[src/core/bfbt_defines.vh]
// Register map, field positions, reset values and timing figures of the breaker failure backup trip block.
`ifndef BFBT_DEFINES_VH
`define BFBT_DEFINES_VH

// ------------------------------------------------------------
// Register byte addresses
// ------------------------------------------------------------
`define BFBT_ADDR_CTRL 8'h00
`define BFBT_ADDR_STATUS 8'h04
`define BFBT_ADDR_START_CNT 8'h08
`define BFBT_ADDR_TRIP_CNT 8'h0C
`define BFBT_ADDR_FORCE 8'h10
`define BFBT_ADDR_SELECT 8'h14
`define BFBT_ADDR_OPTIME 8'h18
`define BFBT_ADDR_PASSWORD 8'h1C
`define BFBT_ADDR_IRQ_STATUS 8'h20
`define BFBT_ADDR_IRQ_MASK 8'h24
`define BFBT_ADDR_FAULT_SEL 8'h28
`define BFBT_ADDR_FAULT_DATE 8'h2C
`define BFBT_ADDR_FAULT_TIME 8'h30
`define BFBT_ADDR_FAULT_DELAY 8'h34

// ------------------------------------------------------------
// Field positions
// ------------------------------------------------------------
`define BFBT_CTRL_BLOCK 0
`define BFBT_CTRL_FSTART 1
`define BFBT_CTRL_FTRIP 2
`define BFBT_ST_BLOCKED 0
`define BFBT_ST_START 1
`define BFBT_ST_TRIP 2
`define BFBT_ST_FORCE 3
`define BFBT_ST_UNLOCKED 4
`define BFBT_IRQ_START 0
`define BFBT_IRQ_TRIP 1
`define BFBT_IRQ_FTMO 2

// ------------------------------------------------------------
// Reset values and limits
// ------------------------------------------------------------
`define BFBT_SELECT_RST 4'h1
`define BFBT_SELECT_MAX 4'hE
`define BFBT_OPTIME_RST 20'h000C8
`define BFBT_PCT_TRIP 8'h64
`define BFBT_PCT_STEP 24'h000064

// ------------------------------------------------------------
// Timing figures
// ------------------------------------------------------------
`define BFBT_CLK_PERIOD_NS 10
`define BFBT_MS_NS 1000000
`define BFBT_FORCE_TIMEOUT_MIN 5
`define BFBT_MS_PER_MIN 60000

`endif

[src/core/bfbt_core.v]
// Breaker failure supervision stage with backup trip, counters, force flag and fault log, APB register access.
//
// Design decisions made here: the APB register port and the address map.
`timescale 1ns/10ps
`include "bfbt_defines.vh"
module bfbt_core #(
  parameter NUM_OUT = 14,
  parameter OPT_W = 20,
  parameter CNT_W = 16,
  parameter MS_CYCLES = `BFBT_MS_NS / `BFBT_CLK_PERIOD_NS,
  parameter FORCE_TIMEOUT_MS = `BFBT_FORCE_TIMEOUT_MIN * `BFBT_MS_PER_MIN,
  parameter [31:0] UNLOCK_KEY = 32'h00005A5A // Arbitrary key value.
) (
  input wire pclk,
  input wire presetn,
  input wire clk_en,
  input wire psel,
  input wire penable,
  input wire pwrite,
  input wire [7:0] paddr,
  input wire [31:0] pwdata,
  output wire pready,
  output reg [31:0] prdata,
  output wire pslverr,
  input wire [NUM_OUT-1:0] trip_drive,
  input wire [31:0] rtc_date,
  input wire [31:0] rtc_time_ms,
  output reg backup_trip,
  output wire irq
);

  // ------------------------------------------------------------
  // Register state
  // ------------------------------------------------------------
  reg [2:0] ctrl_reg;
  reg force_reg;
  reg unlock_reg;
  reg [3:0] select_reg;
  reg [OPT_W-1:0] optime_reg;
  reg [CNT_W-1:0] start_event_count;
  reg [CNT_W-1:0] trip_event_count;
  reg [2:0] irq_status_reg;
  reg [2:0] irq_mask_reg;
  reg [2:0] fault_sel_reg;
  reg [2:0] wr_ptr_reg;
  reg [3:0] fault_num_reg;
  reg [31:0] ms_div_reg;
  reg [31:0] force_ms_reg;
  reg [OPT_W-1:0] elapsed_ms_reg;
  reg [23:0] pct_acc_reg;
  reg [7:0] elapsed_delay_percent;
  reg start_reg;
  reg trip_reg;
  reg sup_d_reg;

  // ------------------------------------------------------------
  // Bus decode
  // ------------------------------------------------------------
  wire acc = psel & penable & clk_en;
  wire wr = acc & pwrite;
  reg addr_ok;
  reg [31:0] rd_mux;
  wire [71:0] rec_rdata;

  // Hold the transfer while the clock enable freezes the block.
  assign pready = clk_en;
  assign pslverr = psel & penable & ~addr_ok;

  // Address check and read data selection.
  always @* begin
    addr_ok = 1'b1;
    rd_mux = 32'h00000000;
    if (paddr == `BFBT_ADDR_CTRL) begin
      rd_mux[2:0] = ctrl_reg;
    end else if (paddr == `BFBT_ADDR_STATUS) begin
      rd_mux[`BFBT_ST_BLOCKED] = ctrl_reg[`BFBT_CTRL_BLOCK];
      rd_mux[`BFBT_ST_START] = start_reg | ctrl_reg[`BFBT_CTRL_FSTART];
      rd_mux[`BFBT_ST_TRIP] = trip_reg | ctrl_reg[`BFBT_CTRL_FTRIP];
      rd_mux[`BFBT_ST_FORCE] = force_reg;
      rd_mux[`BFBT_ST_UNLOCKED] = unlock_reg;
    end else if (paddr == `BFBT_ADDR_START_CNT) begin
      rd_mux[CNT_W-1:0] = start_event_count;
    end else if (paddr == `BFBT_ADDR_TRIP_CNT) begin
      rd_mux[CNT_W-1:0] = trip_event_count;
    end else if (paddr == `BFBT_ADDR_FORCE) begin
      rd_mux[0] = force_reg;
    end else if (paddr == `BFBT_ADDR_SELECT) begin
      rd_mux[3:0] = select_reg;
    end else if (paddr == `BFBT_ADDR_OPTIME) begin
      rd_mux[OPT_W-1:0] = optime_reg;
    end else if (paddr == `BFBT_ADDR_PASSWORD) begin
      rd_mux[0] = unlock_reg;
    end else if (paddr == `BFBT_ADDR_IRQ_STATUS) begin
      rd_mux[2:0] = irq_status_reg;
    end else if (paddr == `BFBT_ADDR_IRQ_MASK) begin
      rd_mux[2:0] = irq_mask_reg;
    end else if (paddr == `BFBT_ADDR_FAULT_SEL) begin
      rd_mux[2:0] = fault_sel_reg;
      rd_mux[11:8] = fault_num_reg;
    end else if (paddr == `BFBT_ADDR_FAULT_DATE) begin
      rd_mux = rec_rdata[71:40];
    end else if (paddr == `BFBT_ADDR_FAULT_TIME) begin
      rd_mux = rec_rdata[39:8];
    end else if (paddr == `BFBT_ADDR_FAULT_DELAY) begin
      rd_mux[7:0] = rec_rdata[7:0];
    end else begin
      addr_ok = 1'b0;
    end
  end

  // Read data is captured in the setup cycle so it stands steady for the access.
  always @(posedge pclk or negedge presetn) begin
    if (!presetn) begin
      prdata <= 32'h00000000;
    end else if (clk_en && psel && !penable) begin
      prdata <= rd_mux;
    end
  end

  wire wr_ok = wr & addr_ok;
  wire wr_set = wr_ok & unlock_reg;

  // ------------------------------------------------------------
  // Supervision and timing
  // ------------------------------------------------------------
  wire sel_valid = (select_reg != 4'h0) && (select_reg <= `BFBT_SELECT_MAX);
  wire [3:0] sel_idx = select_reg - 4'h1;
  wire supervised = sel_valid & trip_drive[sel_idx];
  wire blocked = ctrl_reg[`BFBT_CTRL_BLOCK];
  wire ms_tick = (ms_div_reg == MS_CYCLES - 1);
  wire running = supervised & ~blocked;
  wire time_up = running & ~trip_reg & (elapsed_ms_reg >= optime_reg);
  wire start_rise = running & ~start_reg;
  wire force_to = force_reg & ms_tick & (force_ms_reg == FORCE_TIMEOUT_MS - 1);
  wire pct_ge = pct_acc_reg >= {{(24-OPT_W){1'b0}}, optime_reg};
  wire episode_end = start_reg & ~running;
  wire rec_we = time_up | (episode_end & ~trip_reg);
  wire [7:0] rec_pct = time_up ? `BFBT_PCT_TRIP : elapsed_delay_percent;

  // Millisecond prescaler; free-running so the operate timer and the force timeout share one base.
  always @(posedge pclk or negedge presetn) begin
    if (!presetn) begin
      ms_div_reg <= 32'h00000000;
    end else if (clk_en) begin
      ms_div_reg <= ms_tick ? 32'h00000000 : ms_div_reg + 32'h00000001;
    end
  end

  // Stage state: start, trip, elapsed time and the percentage of the operate time.
  always @(posedge pclk or negedge presetn) begin
    if (!presetn) begin
      start_reg <= 1'b0;
      trip_reg <= 1'b0;
      backup_trip <= 1'b0;
      sup_d_reg <= 1'b0;
      elapsed_ms_reg <= {OPT_W{1'b0}};
      pct_acc_reg <= 24'h000000;
      elapsed_delay_percent <= 8'h00;
    end else if (clk_en) begin
      sup_d_reg <= supervised;
      start_reg <= running;
      if (!running) begin
        // Released or blocked: clear the timer and drop the backup trip.
        trip_reg <= 1'b0;
        elapsed_ms_reg <= {OPT_W{1'b0}};
        pct_acc_reg <= 24'h000000;
        elapsed_delay_percent <= 8'h00;
      end else begin
        if (time_up) begin
          trip_reg <= 1'b1;
        end
        if (ms_tick && !trip_reg) begin
          elapsed_ms_reg <= elapsed_ms_reg + {{(OPT_W-1){1'b0}}, 1'b1};
        end
        // One division step per cycle turns elapsed time into percent of the operate time.
        pct_acc_reg <= pct_acc_reg + ((ms_tick && !trip_reg) ? `BFBT_PCT_STEP : 24'h000000)
                       - (pct_ge ? {{(24-OPT_W){1'b0}}, optime_reg} : 24'h000000);
        if (pct_ge && elapsed_delay_percent != `BFBT_PCT_TRIP) begin
          elapsed_delay_percent <= elapsed_delay_percent + 8'h01;
        end
      end
      // Backup trip sets on timeout or force and holds until the primary output resets or the block bit is set.
      backup_trip <= (backup_trip & running) | time_up | (ctrl_reg[`BFBT_CTRL_FTRIP] & force_reg);
    end
  end

  // ------------------------------------------------------------
  // Software registers
  // ------------------------------------------------------------
  always @(posedge pclk or negedge presetn) begin
    if (!presetn) begin
      ctrl_reg <= 3'h0;
      force_reg <= 1'b0;
      force_ms_reg <= 32'h00000000;
      unlock_reg <= 1'b0;
      select_reg <= `BFBT_SELECT_RST;
      optime_reg <= `BFBT_OPTIME_RST;
      start_event_count <= {CNT_W{1'b0}};
      trip_event_count <= {CNT_W{1'b0}};
      irq_mask_reg <= 3'h0;
      fault_sel_reg <= 3'h0;
    end else if (clk_en) begin
      // Force flag: password-protected set, automatic clear after its timeout.
      if (force_to) begin
        force_reg <= 1'b0;
      end else if (wr_set && paddr == `BFBT_ADDR_FORCE) begin
        force_reg <= pwdata[0];
      end
      if (!force_reg || (wr_set && paddr == `BFBT_ADDR_FORCE)) begin
        force_ms_reg <= 32'h00000000;
      end else if (ms_tick) begin
        force_ms_reg <= force_ms_reg + 32'h00000001;
      end
      // Forced bits only stick while the force flag is on; they drop with it.
      if (wr_ok && paddr == `BFBT_ADDR_CTRL) begin
        ctrl_reg[`BFBT_CTRL_BLOCK] <= pwdata[`BFBT_CTRL_BLOCK];
        ctrl_reg[2:1] <= force_reg ? pwdata[2:1] : 2'b00;
      end else if (!force_reg || force_to) begin
        ctrl_reg[2:1] <= 2'b00;
      end
      if (wr_ok && paddr == `BFBT_ADDR_PASSWORD) begin
        unlock_reg <= (pwdata == UNLOCK_KEY);
      end
      if (wr_set && paddr == `BFBT_ADDR_SELECT) begin
        select_reg <= pwdata[3:0];
      end
      if (wr_set && paddr == `BFBT_ADDR_OPTIME) begin
        optime_reg <= pwdata[OPT_W-1:0];
      end
      // Counters: an event in the clearing cycle still counts.
      if (start_rise) begin
        start_event_count <= (wr_ok && paddr == `BFBT_ADDR_START_CNT) ? {{(CNT_W-1){1'b0}}, 1'b1}
                             : start_event_count + {{(CNT_W-1){1'b0}}, 1'b1};
      end else if (wr_ok && paddr == `BFBT_ADDR_START_CNT) begin
        start_event_count <= {CNT_W{1'b0}};
      end
      if (time_up) begin
        trip_event_count <= (wr_ok && paddr == `BFBT_ADDR_TRIP_CNT) ? {{(CNT_W-1){1'b0}}, 1'b1}
                            : trip_event_count + {{(CNT_W-1){1'b0}}, 1'b1};
      end else if (wr_ok && paddr == `BFBT_ADDR_TRIP_CNT) begin
        trip_event_count <= {CNT_W{1'b0}};
      end
      if (wr_ok && paddr == `BFBT_ADDR_IRQ_MASK) begin
        irq_mask_reg <= pwdata[2:0];
      end
      if (wr_ok && paddr == `BFBT_ADDR_FAULT_SEL) begin
        fault_sel_reg <= pwdata[2:0];
      end
    end
  end

  // ------------------------------------------------------------
  // Interrupts
  // ------------------------------------------------------------
  wire [2:0] irq_events = {force_to, time_up, start_rise};
  wire [2:0] irq_w1c = (wr_ok && paddr == `BFBT_ADDR_IRQ_STATUS) ? pwdata[2:0] : 3'h0;

  // Sticky bits; a new event wins over a clear in the same cycle.
  always @(posedge pclk or negedge presetn) begin
    if (!presetn) begin
      irq_status_reg <= 3'h0;
    end else if (clk_en) begin
      irq_status_reg <= (irq_status_reg & ~irq_w1c) | irq_events;
    end
  end

  assign irq = |(irq_status_reg & irq_mask_reg);

  // ------------------------------------------------------------
  // Fault log
  // ------------------------------------------------------------
  // Ring of eight; index 0 in the selector always means the newest record.
  always @(posedge pclk or negedge presetn) begin
    if (!presetn) begin
      wr_ptr_reg <= 3'h0;
      fault_num_reg <= 4'h0;
    end else if (clk_en && rec_we) begin
      wr_ptr_reg <= wr_ptr_reg + 3'h1;
      if (fault_num_reg != 4'h8) begin
        fault_num_reg <= fault_num_reg + 4'h1;
      end
    end
  end

  bfbt_fault_mem #(
    .WIDTH(72),
    .AW(3)
  ) u_fault_mem (
    .pclk(pclk),
    .clk_en(clk_en),
    .wr_en(rec_we),
    .wr_addr(wr_ptr_reg),
    .wr_data({rtc_date, rtc_time_ms, rec_pct}),
    .rd_addr(wr_ptr_reg - 3'h1 - fault_sel_reg),
    .rd_data(rec_rdata)
  );

endmodule // bfbt_core

[src/core/bfbt_fault_mem.v]
// Fault record memory: one write port, registered read port.
`timescale 1ns/10ps
module bfbt_fault_mem #(
  parameter WIDTH = 72,
  parameter AW = 3
) (
  input wire pclk,
  input wire clk_en,
  input wire wr_en,
  input wire [AW-1:0] wr_addr,
  input wire [WIDTH-1:0] wr_data,
  input wire [AW-1:0] rd_addr,
  output reg [WIDTH-1:0] rd_data
);

  reg [WIDTH-1:0] mem [0:(1<<AW)-1];

  // Contents carry no reset; the core tracks which entries are valid.
  always @(posedge pclk) begin
    if (clk_en) begin
      if (wr_en) begin
        mem[wr_addr] <= wr_data;
      end
      rd_data <= mem[rd_addr];
    end
  end

endmodule // bfbt_fault_mem

[config.mk]
export PLATFORM = sky130hd
export DESIGN_NAME = bfbt_core
export DESIGN_NICKNAME = d
export VERILOG_FILES = /design/src/core/bfbt_core.v /design/src/core/bfbt_fault_mem.v
export VERILOG_INCLUDE_DIRS = /design/src /design/src/core
export SDC_FILE = /design/constraint.sdc
export NUM_CORES = 1
export LEC_CHECK = 0
export BUFFER_PORTS_ARGS = -buffer_cell sky130_fd_sc_hd__buf_2
export CAP_MARGIN = 40
export CORE_MARGIN = 5
export CORE_UTILIZATION = 43
export DETAILED_ROUTE_END_ITERATION = 8
export PLACE_DENSITY = 0.66
export SLEW_MARGIN = 10
export SYNTH_ARGS = -nofsm -noshare
export SYNTH_HDL_FRONTEND = slang
export SYNTH_HIERARCHICAL = 1
export SYNTH_SLANG_ARGS = --single-unit
[constraint.sdc]
create_clock -name pclk -period 9.7 [get_ports pclk]
set_input_delay 1.455 -clock pclk [delete_from_list [all_inputs] [get_ports pclk]]
set_output_delay 1.455 -clock pclk [all_outputs]
set_load 0.1 [all_outputs]
-- After elaboration in Yosys (flattened, before gate mapping)
Memories as Yosys holds them, arrays and structs flattened. A register that Yosys moved wholly into a read port is not among the register bits.
Cells that the tools add are included.
- register bits: 228
- bits in latches: 0
- memory bits (writable): 576
- memory bits (read-only): 0
- input bits: 124
- output and inout port bits: 36
- logic and storage cells: 245
- memories: 1
- memory list (name ; words ; bits a word ; read ports ; clocked after Yosys merged registers in ; write ports ; line ; RTL):
    u_fault_mem.mem ; 8 ; 72 ; 1 ; 1 ; 1 ; bfbt_fault_mem.v:16 ; reg [WIDTH-1:0] mem [0:(1<<AW)-1];
- $add $sub $neg: 13
- $mul: 0
- div/mod/pow operators: 0
- order comparisons: 4
- eq/ne operators: 21
- shift operators: 0
- muxes and demuxes: 109
- bitwise logic cells: 31
- reduce and logical (&&, ||, !) cells: 44
- operators with widths (cell ; number):
    32-bit two-way mux ; 15
    31-bit two-way mux ; 9
    20-bit two-way mux ; 11
    16-bit two-way mux ; 10
    29-bit two-way mux ; 3
    32-bit by 1-bit adder with 32-bit output, second input constant ; 2
    8-bit by 6-bit == test with 1-bit output, second input constant ; 6
    24-bit two-way mux ; 2
    8-bit two-way mux ; 5
    3-bit two-way mux ; 13
    16-bit by 1-bit adder with 16-bit output, second input constant ; 2
    32-bit by 15-bit == test with 1-bit output, second input constant ; 1
    32-bit by 17-bit == test with 1-bit output, second input constant ; 1
    32-bit by 19-bit == test with 1-bit output, second input constant ; 1
    8-bit by 5-bit == test with 1-bit output, second input constant ; 4
    2-bit AND reduction ; 15
    28-bit two-way mux ; 1
    4-bit two-way mux ; 7
    27-bit two-way mux ; 1
    24-bit by 7-bit adder with 24-bit output ; 1
    24-bit by 20-bit greater-or-equal comparator with 1-bit output ; 1
    1-bit two-way mux ; 24
    24-bit by 20-bit subtractor with 24-bit output ; 1
    20-bit by 1-bit adder with 20-bit output, second input constant ; 1
    32 further kinds ; 85

-- Depth between registers and ports, before layout
- word-level depth: 52
- gate-level depth with buffers: 24
- depth with buffers taken out: 23

-- Cells and area by module
Netlist, hierarchy kept.
- by module, submodules not included (module ; instances ; cells each ; area each (um2) ; sequential area each (um2)):
    bfbt_fault_mem ; 1 ; 917 ; 24091.9 ; 19458.7
    bfbt_core ; 1 ; 1498 ; 13964.6 ; 5710.5

-- Least setup slack after synthesis
Ideal clock, no wire load.
- kind: input-to-reg
- from: in trip_drive[8]
- to: mem u_fault_mem.mem[4][0], enable pin
- library setup time: 590 ps
- arrival time: 7973 ps
- setup slack: 1137 ps
- stages: 7
- buffers on the path: 0
- cell sequence: mux4_2 > nor2b_1 > a311o_1 > and3_4 > a311oi_4 > nand3_1 > nor3_1
- longest elaborated chain between the ends: 11
- elaborated cells between the ends (all ways): 13
- those cells by class: mux (5); bitwise (8)
- RTL lines (element ; line ; RTL):
    start: declaration ; bfbt_core.v:25 ; input wire [NUM_OUT-1:0] trip_drive,
    1-bit binary-select mux with 4-bit select * ; bfbt_core.v:128 ; wire supervised = sel_valid & trip_drive[sel_idx];
    1-bit two-way mux (implied by the code) * ; bfbt_core.v:128 ;
    1-bit AND * ; bfbt_core.v:128 ;
    1-bit AND * ; bfbt_core.v:131 ; wire running = supervised & ~blocked;
    1-bit inverter ; bfbt_core.v:136 ; wire episode_end = start_reg & ~running;
    1-bit AND ; bfbt_core.v:136 ;
    1-bit AND ; bfbt_core.v:137 ; wire rec_we = time_up | (episode_end & ~trip_reg);
    1-bit bitwise OR * ; bfbt_core.v:137 ;
    net rec_we ; bfbt_core.v:137 ;
    1-bit two-way mux * ; bfbt_fault_mem.v:21 ; if (wr_en) begin
    1-bit two-way mux * ; bfbt_fault_mem.v:20 ; if (clk_en) begin
    1-bit two-way mux (implied by the code) * ; bfbt_fault_mem.v:22 ; mem[wr_addr] <= wr_data;
    end: declaration ; bfbt_fault_mem.v:16 ;
Mark *: on every way through the listed nets, which the timed path passes. The rest lies on a longest branch. The select of a mux whose other input is x is not followed.

-- Final worst setup path
- from: reg optime_reg[7]
- to: reg pct_acc_reg[23]
- longest elaborated chain between the ends: 4
- RTL lines (element ; line ; RTL):
    start: declaration ; bfbt_core.v:39 ; reg [OPT_W-1:0] optime_reg;
    start signal: assignment ; bfbt_core.v:197 ; optime_reg <= `BFBT_OPTIME_RST;
    start signal: assignment ; bfbt_core.v:228 ; optime_reg <= pwdata[OPT_W-1:0];
    24-bit by 20-bit greater-or-equal comparator with 1-bit output ; bfbt_core.v:135 ; wire pct_ge = pct_acc_reg >= {{(24-OPT_W){1'b0}}, optime_reg};
    20-bit two-way mux * ; bfbt_core.v:177 ; - (pct_ge ? {{(24-OPT_W){1'b0}}, optime_reg} : 24'h000000);
    24-bit by 20-bit subtractor with 24-bit output * ; bfbt_core.v:176 ; pct_acc_reg <= pct_acc_reg + ((ms_tick && !trip_reg) ? `BFBT_PCT_STEP : 24'h000000)
    24-bit two-way mux * ; bfbt_core.v:162 ; if (!running) begin
    end signal: assignment ; bfbt_core.v:176 ;
    end: declaration ; bfbt_core.v:50 ; reg [23:0] pct_acc_reg;
Mark *: on every way between the ends. The rest lies on a longest branch, timed or not.
A chain may end at the register's enable or synchronous reset.

==> results by group <==
Run status
  • Outcome: complete, no violations

GRT
  • Largest net degree at the start of global routing: 99
  • Overflow after GRT: 0
  • Vias in the first global route: 22960
  • Initial antenna violation count: 17
  • First-pass GRT wire length: 140000 um
  • GRT Util Overall: 19.11%

Critical path
  • Startpoint types: flop
  • Crit. End Element: flop
  • Worst Path Max Fanout: 16
  • Worst Path Arrival: 6.41 ns
  • Kind of critical path: reg -> reg
  • WP data required: 10.22 ns

Synthesis
  • Unique masters post-synth: 87
  • Sequential cell area fraction in the yosys report: 66.14%
  • Ys flop type: edfxtp_1
  • Average size of a mapped cell: 15.76 um2
  • Ys async rst share: 26.03%
  • Cell taking the most area after synthesis: edfxtp_1
  • Post-Synthesis Cells: 2415
  • Mapped cell area: 38060 um2
  • Largest cells by area after synthesis: edfxtp_1, dfrtp_1, mux4_2, ha_1, mux2_4
  • Post-synth EDFFs: 648
  • Ys Warns: 6
  • Syn nets: 2641
  • Synth Register Bits: 876
  • Share of the synthesized area in the top cell type: 51.13%

Routing
  • DRC: 0
  • Routed len/inst: 23.45 um
  • Drt initial violations: 1889
  • Antenna Violating Nets Remaining: 0
  • Detailed Route WL: 90560 um
  • Vias: 22090
  • Vias per cell: 5.719
  • Pre-antenna DRT Iters: 6

Die
  • IO Count: 160
  • Die height: 307.5 um
  • Row cnt: 109
  • Chip Width: 307.5 um
  • Core Area: 88100 um2
  • Initial Utilization: 43.20%
  • Die footprint: 94550 um2

STA
  • Actual slew at the worst max-slew pin: 0.9493 ns
  • Slew headroom: 36.60%
  • Unrepaired setup endpoints after global routing: false
  • Min cycle time layout: 5.885 ns
  • Max Clk Rate: 169.9 MHz
  • Final worst setup slack: 3.815 ns
  • WHS: 0.4714 ns
  • Fin crit share: 60.67%
  • Final hold viol count: 0
  • Max-slew violation count: 0
  • Setup_tns: 0 ns
  • Final setup fails: 0
  • Clk_skew: 0.02819 ns

Power
  • Sw frac: 28.93%
  • Flop pwr share: 40.5%
  • Combinational fraction of design power: 28.1%
  • Switch Pwr: 3.337 mW
  • Int Pwr: 8.199 mW
  • Clock Power Share: 31.4%
  • Pwr dens: 264.4 nW/um2
  • Peak VDD IR: 0.2123 mV
  • Lkg Pwr: 16.46 nW

Job
  • Number of max-cap violations: 0

Final layout
  • Max FFs per register: 576
  • Filler cell count: 7301
  • Final instance area: 43620 um2
  • Largest Register: u_fault_mem/mem
  • Share of layout cells above drive strength 1: 23.33%
  • NumNets Final: 2848
  • Top Registers: u_fault_mem/mem: 576 flops, u_fault_mem/rd_data: 72 flops
  • Layout Cells excl Fill: 3862
  • P&R area growth vs syn: 14.63%

Min path
  • Hold crit path type: reg -> reg

Placement
  • Number of instances in the placed design: 3698
  • Post-DP HPWL: 59440 um
  • Setup WS pre-CTS: 3.893 ns
  • Placed cell area: 40500 um2
  • GP Congestion: 0.9113
  • Port Buf Inserts: 159

CTS
  • H-Tree Depth: 3
  • CTS tree: done
  • Num CTS Buffers: 87
  • CTS resizes: 0
  • Postcts setup bufs: 0
  • Post-CTS Hold Buffers: 0
  • Worst-path clk slew: 0.07 ns
  • CTS Sinks: 876
  • Clock latency on the worst-skew pair: 0.66 ns
  • Root Buffer: clkbuf_16
  • Clock Path Buffers: 3
## final timing paths
| kind | startpoint | to | slack, ns | depth (start not counted) |
|---|---|---|---|---|
| worst max-delay path | optime_reg[7] | pct_acc_reg[23] | 3.81 | 21 |
| worst max register to register | optime_reg[7] | pct_acc_reg[23] | 3.81 | 21 |
| min in group asynchronous | presetn | force_ms_reg[25] | 0.80 | 1 |
| worst min-delay path | prdata[11] | prdata[11] | 0.47 | 2 |
| max in group asynchronous | presetn | pct_acc_reg[20] | 7.46 | 2 |
| worst min register to register | prdata[11] | prdata[11] | 0.47 | 2 |
## cells in the final DEF, fill, tap and decap left out, types with 15 or more instances in the layout
cell type / netlist / routed
edfxtp_1: 648 / 648
dfrtp_1: 224 / 224
nand2_1: 167 / 167
buf_2: 19 / 158
mux4_2: 147 / 147
nor2_1: 146 / 138
ha_1: 97 / 96
clkbuf_16: 0 / 88
o21ai_0: 77 / 77
a21oi_1: 71 / 71
inv_1: 66 / 66
xor2_1: 66 / 66
nand3_1: 61 / 61
mux2_4: 61 / 61
xnor2_1: 55 / 54
buf_4: 1 / 42
a22o_1: 38 / 38
nand4_1: 36 / 36
and3_1: 28 / 28
nor3_1: 27 / 23
mux2_2: 23 / 23
a21o_1: 21 / 21
or3_1: 19 / 19
nand2b_1: 16 / 16
nor4_1: 17 / 16
clkinv_2: 0 / 16
bufinv_16: 0 / 15
## cell type report
| cell class | count | area (um2) | area share [%] |
|---|---|---|---|
| diodes | 5 | 12.51 | 0.02868 |
| clock buffers | 111 | 2379 | 5.452 |
| clock inverters | 48 | 738.2 | 1.692 |
| inverters | 67 | 256.5 | 0.5880 |
| multi-input cells | 1378 | 12240 | 28.05 |
| flip-flops and latches | 876 | 25170 | 57.70 |
| well taps | 1165 | 1458 | 3.341 |
| repair buffers | 212 | 1376 | 3.155 |
## per-stage QoR
stage               utilization [%]  total power, mW
detailed placement            45.96            8.006
global placement              45.65            7.873
CTS                           49.50            11.64
global route                  49.50            12.07
finish                        49.52            11.54
floorplan                         -            7.197
## power by group through the flow
stage	Sequential (mW)	Clock (mW)	Combinational, mW
after floorplan	4.73	0	2.46
after global placement	4.73	0	3.14
after detailed placement	4.75	0	3.26
after CTS	4.67	3.69	3.28
after global routing	4.70	3.85	3.52
final	4.68	3.62	3.24
## per-layer routing
| layer | vias up | track usage, % | wire length, um |
|---|---|---|---|
| met5 | - | 0 | 82 |
| met2 | 791 | 31.36 | 43590 |
| met1 | 11360 | 26.02 | 37690 |
| met3 | 161 | 4.725 | 7020 |
| li1 | 9766 | - | - |
| met4 | 14 | 4.646 | 2165 |
## worst max-delay path, stage by stage (launching register included)
cell,delay [ns]
dfstp_2,0.55
inv_1,0.08
ha_1,0.27
o21ai_0,0.08
a211oi_1,0.35
o31a_1,0.20
a311o_1,0.18
o21ai_0,0.11
a21oi_1,0.60
buf_4,0.35
nand2_1,0.11
fa_1,0.50
fa_1,0.47
a21o_1,0.23
a22oi_1,0.18
a21oi_1,0.17
o31ai_1,0.34
a21oi_1,0.16
a41o_1,0.28
o41ai_1,0.30
xnor2_1,0.16
o22ai_1,0.09
## synth_stat cells (28+ instances only)
| cell | count |
|---|---|
| and3_1 | 28 |
| nand3_1 | 61 |
| nand4_1 | 36 |
| edfxtp_1 | 648 |
| dfrtp_1 | 224 |
| inv_1 | 66 |
| a22o_1 | 38 |
| o21ai_0 | 77 |
| ha_1 | 97 |
| mux2_4 | 61 |
| mux4_2 | 147 |
| a21oi_1 | 71 |
| nand2_1 | 167 |
| clkbuf_1 | 56 |
| xor2_1 | 66 |
| nor2_1 | 146 |
| xnor2_1 | 55 |
## logic make-up after synthesis
| logic type | Yosys count | synth area share (%) |
|---|---|---|
| DFF | 876 | 66.14 |
| and+or+nand+nor | 590 | 7.713 |
| AOI/OAI and AO/OA | 328 | 5.951 |
| muxes | 237 | 11.95 |
| buffers and inverters | 161 | 2.015 |
| xor gates and xnor gates | 121 | 2.785 |
| adders and majority gates | 102 | 3.452 |
(Power assumes the default switching activity.)
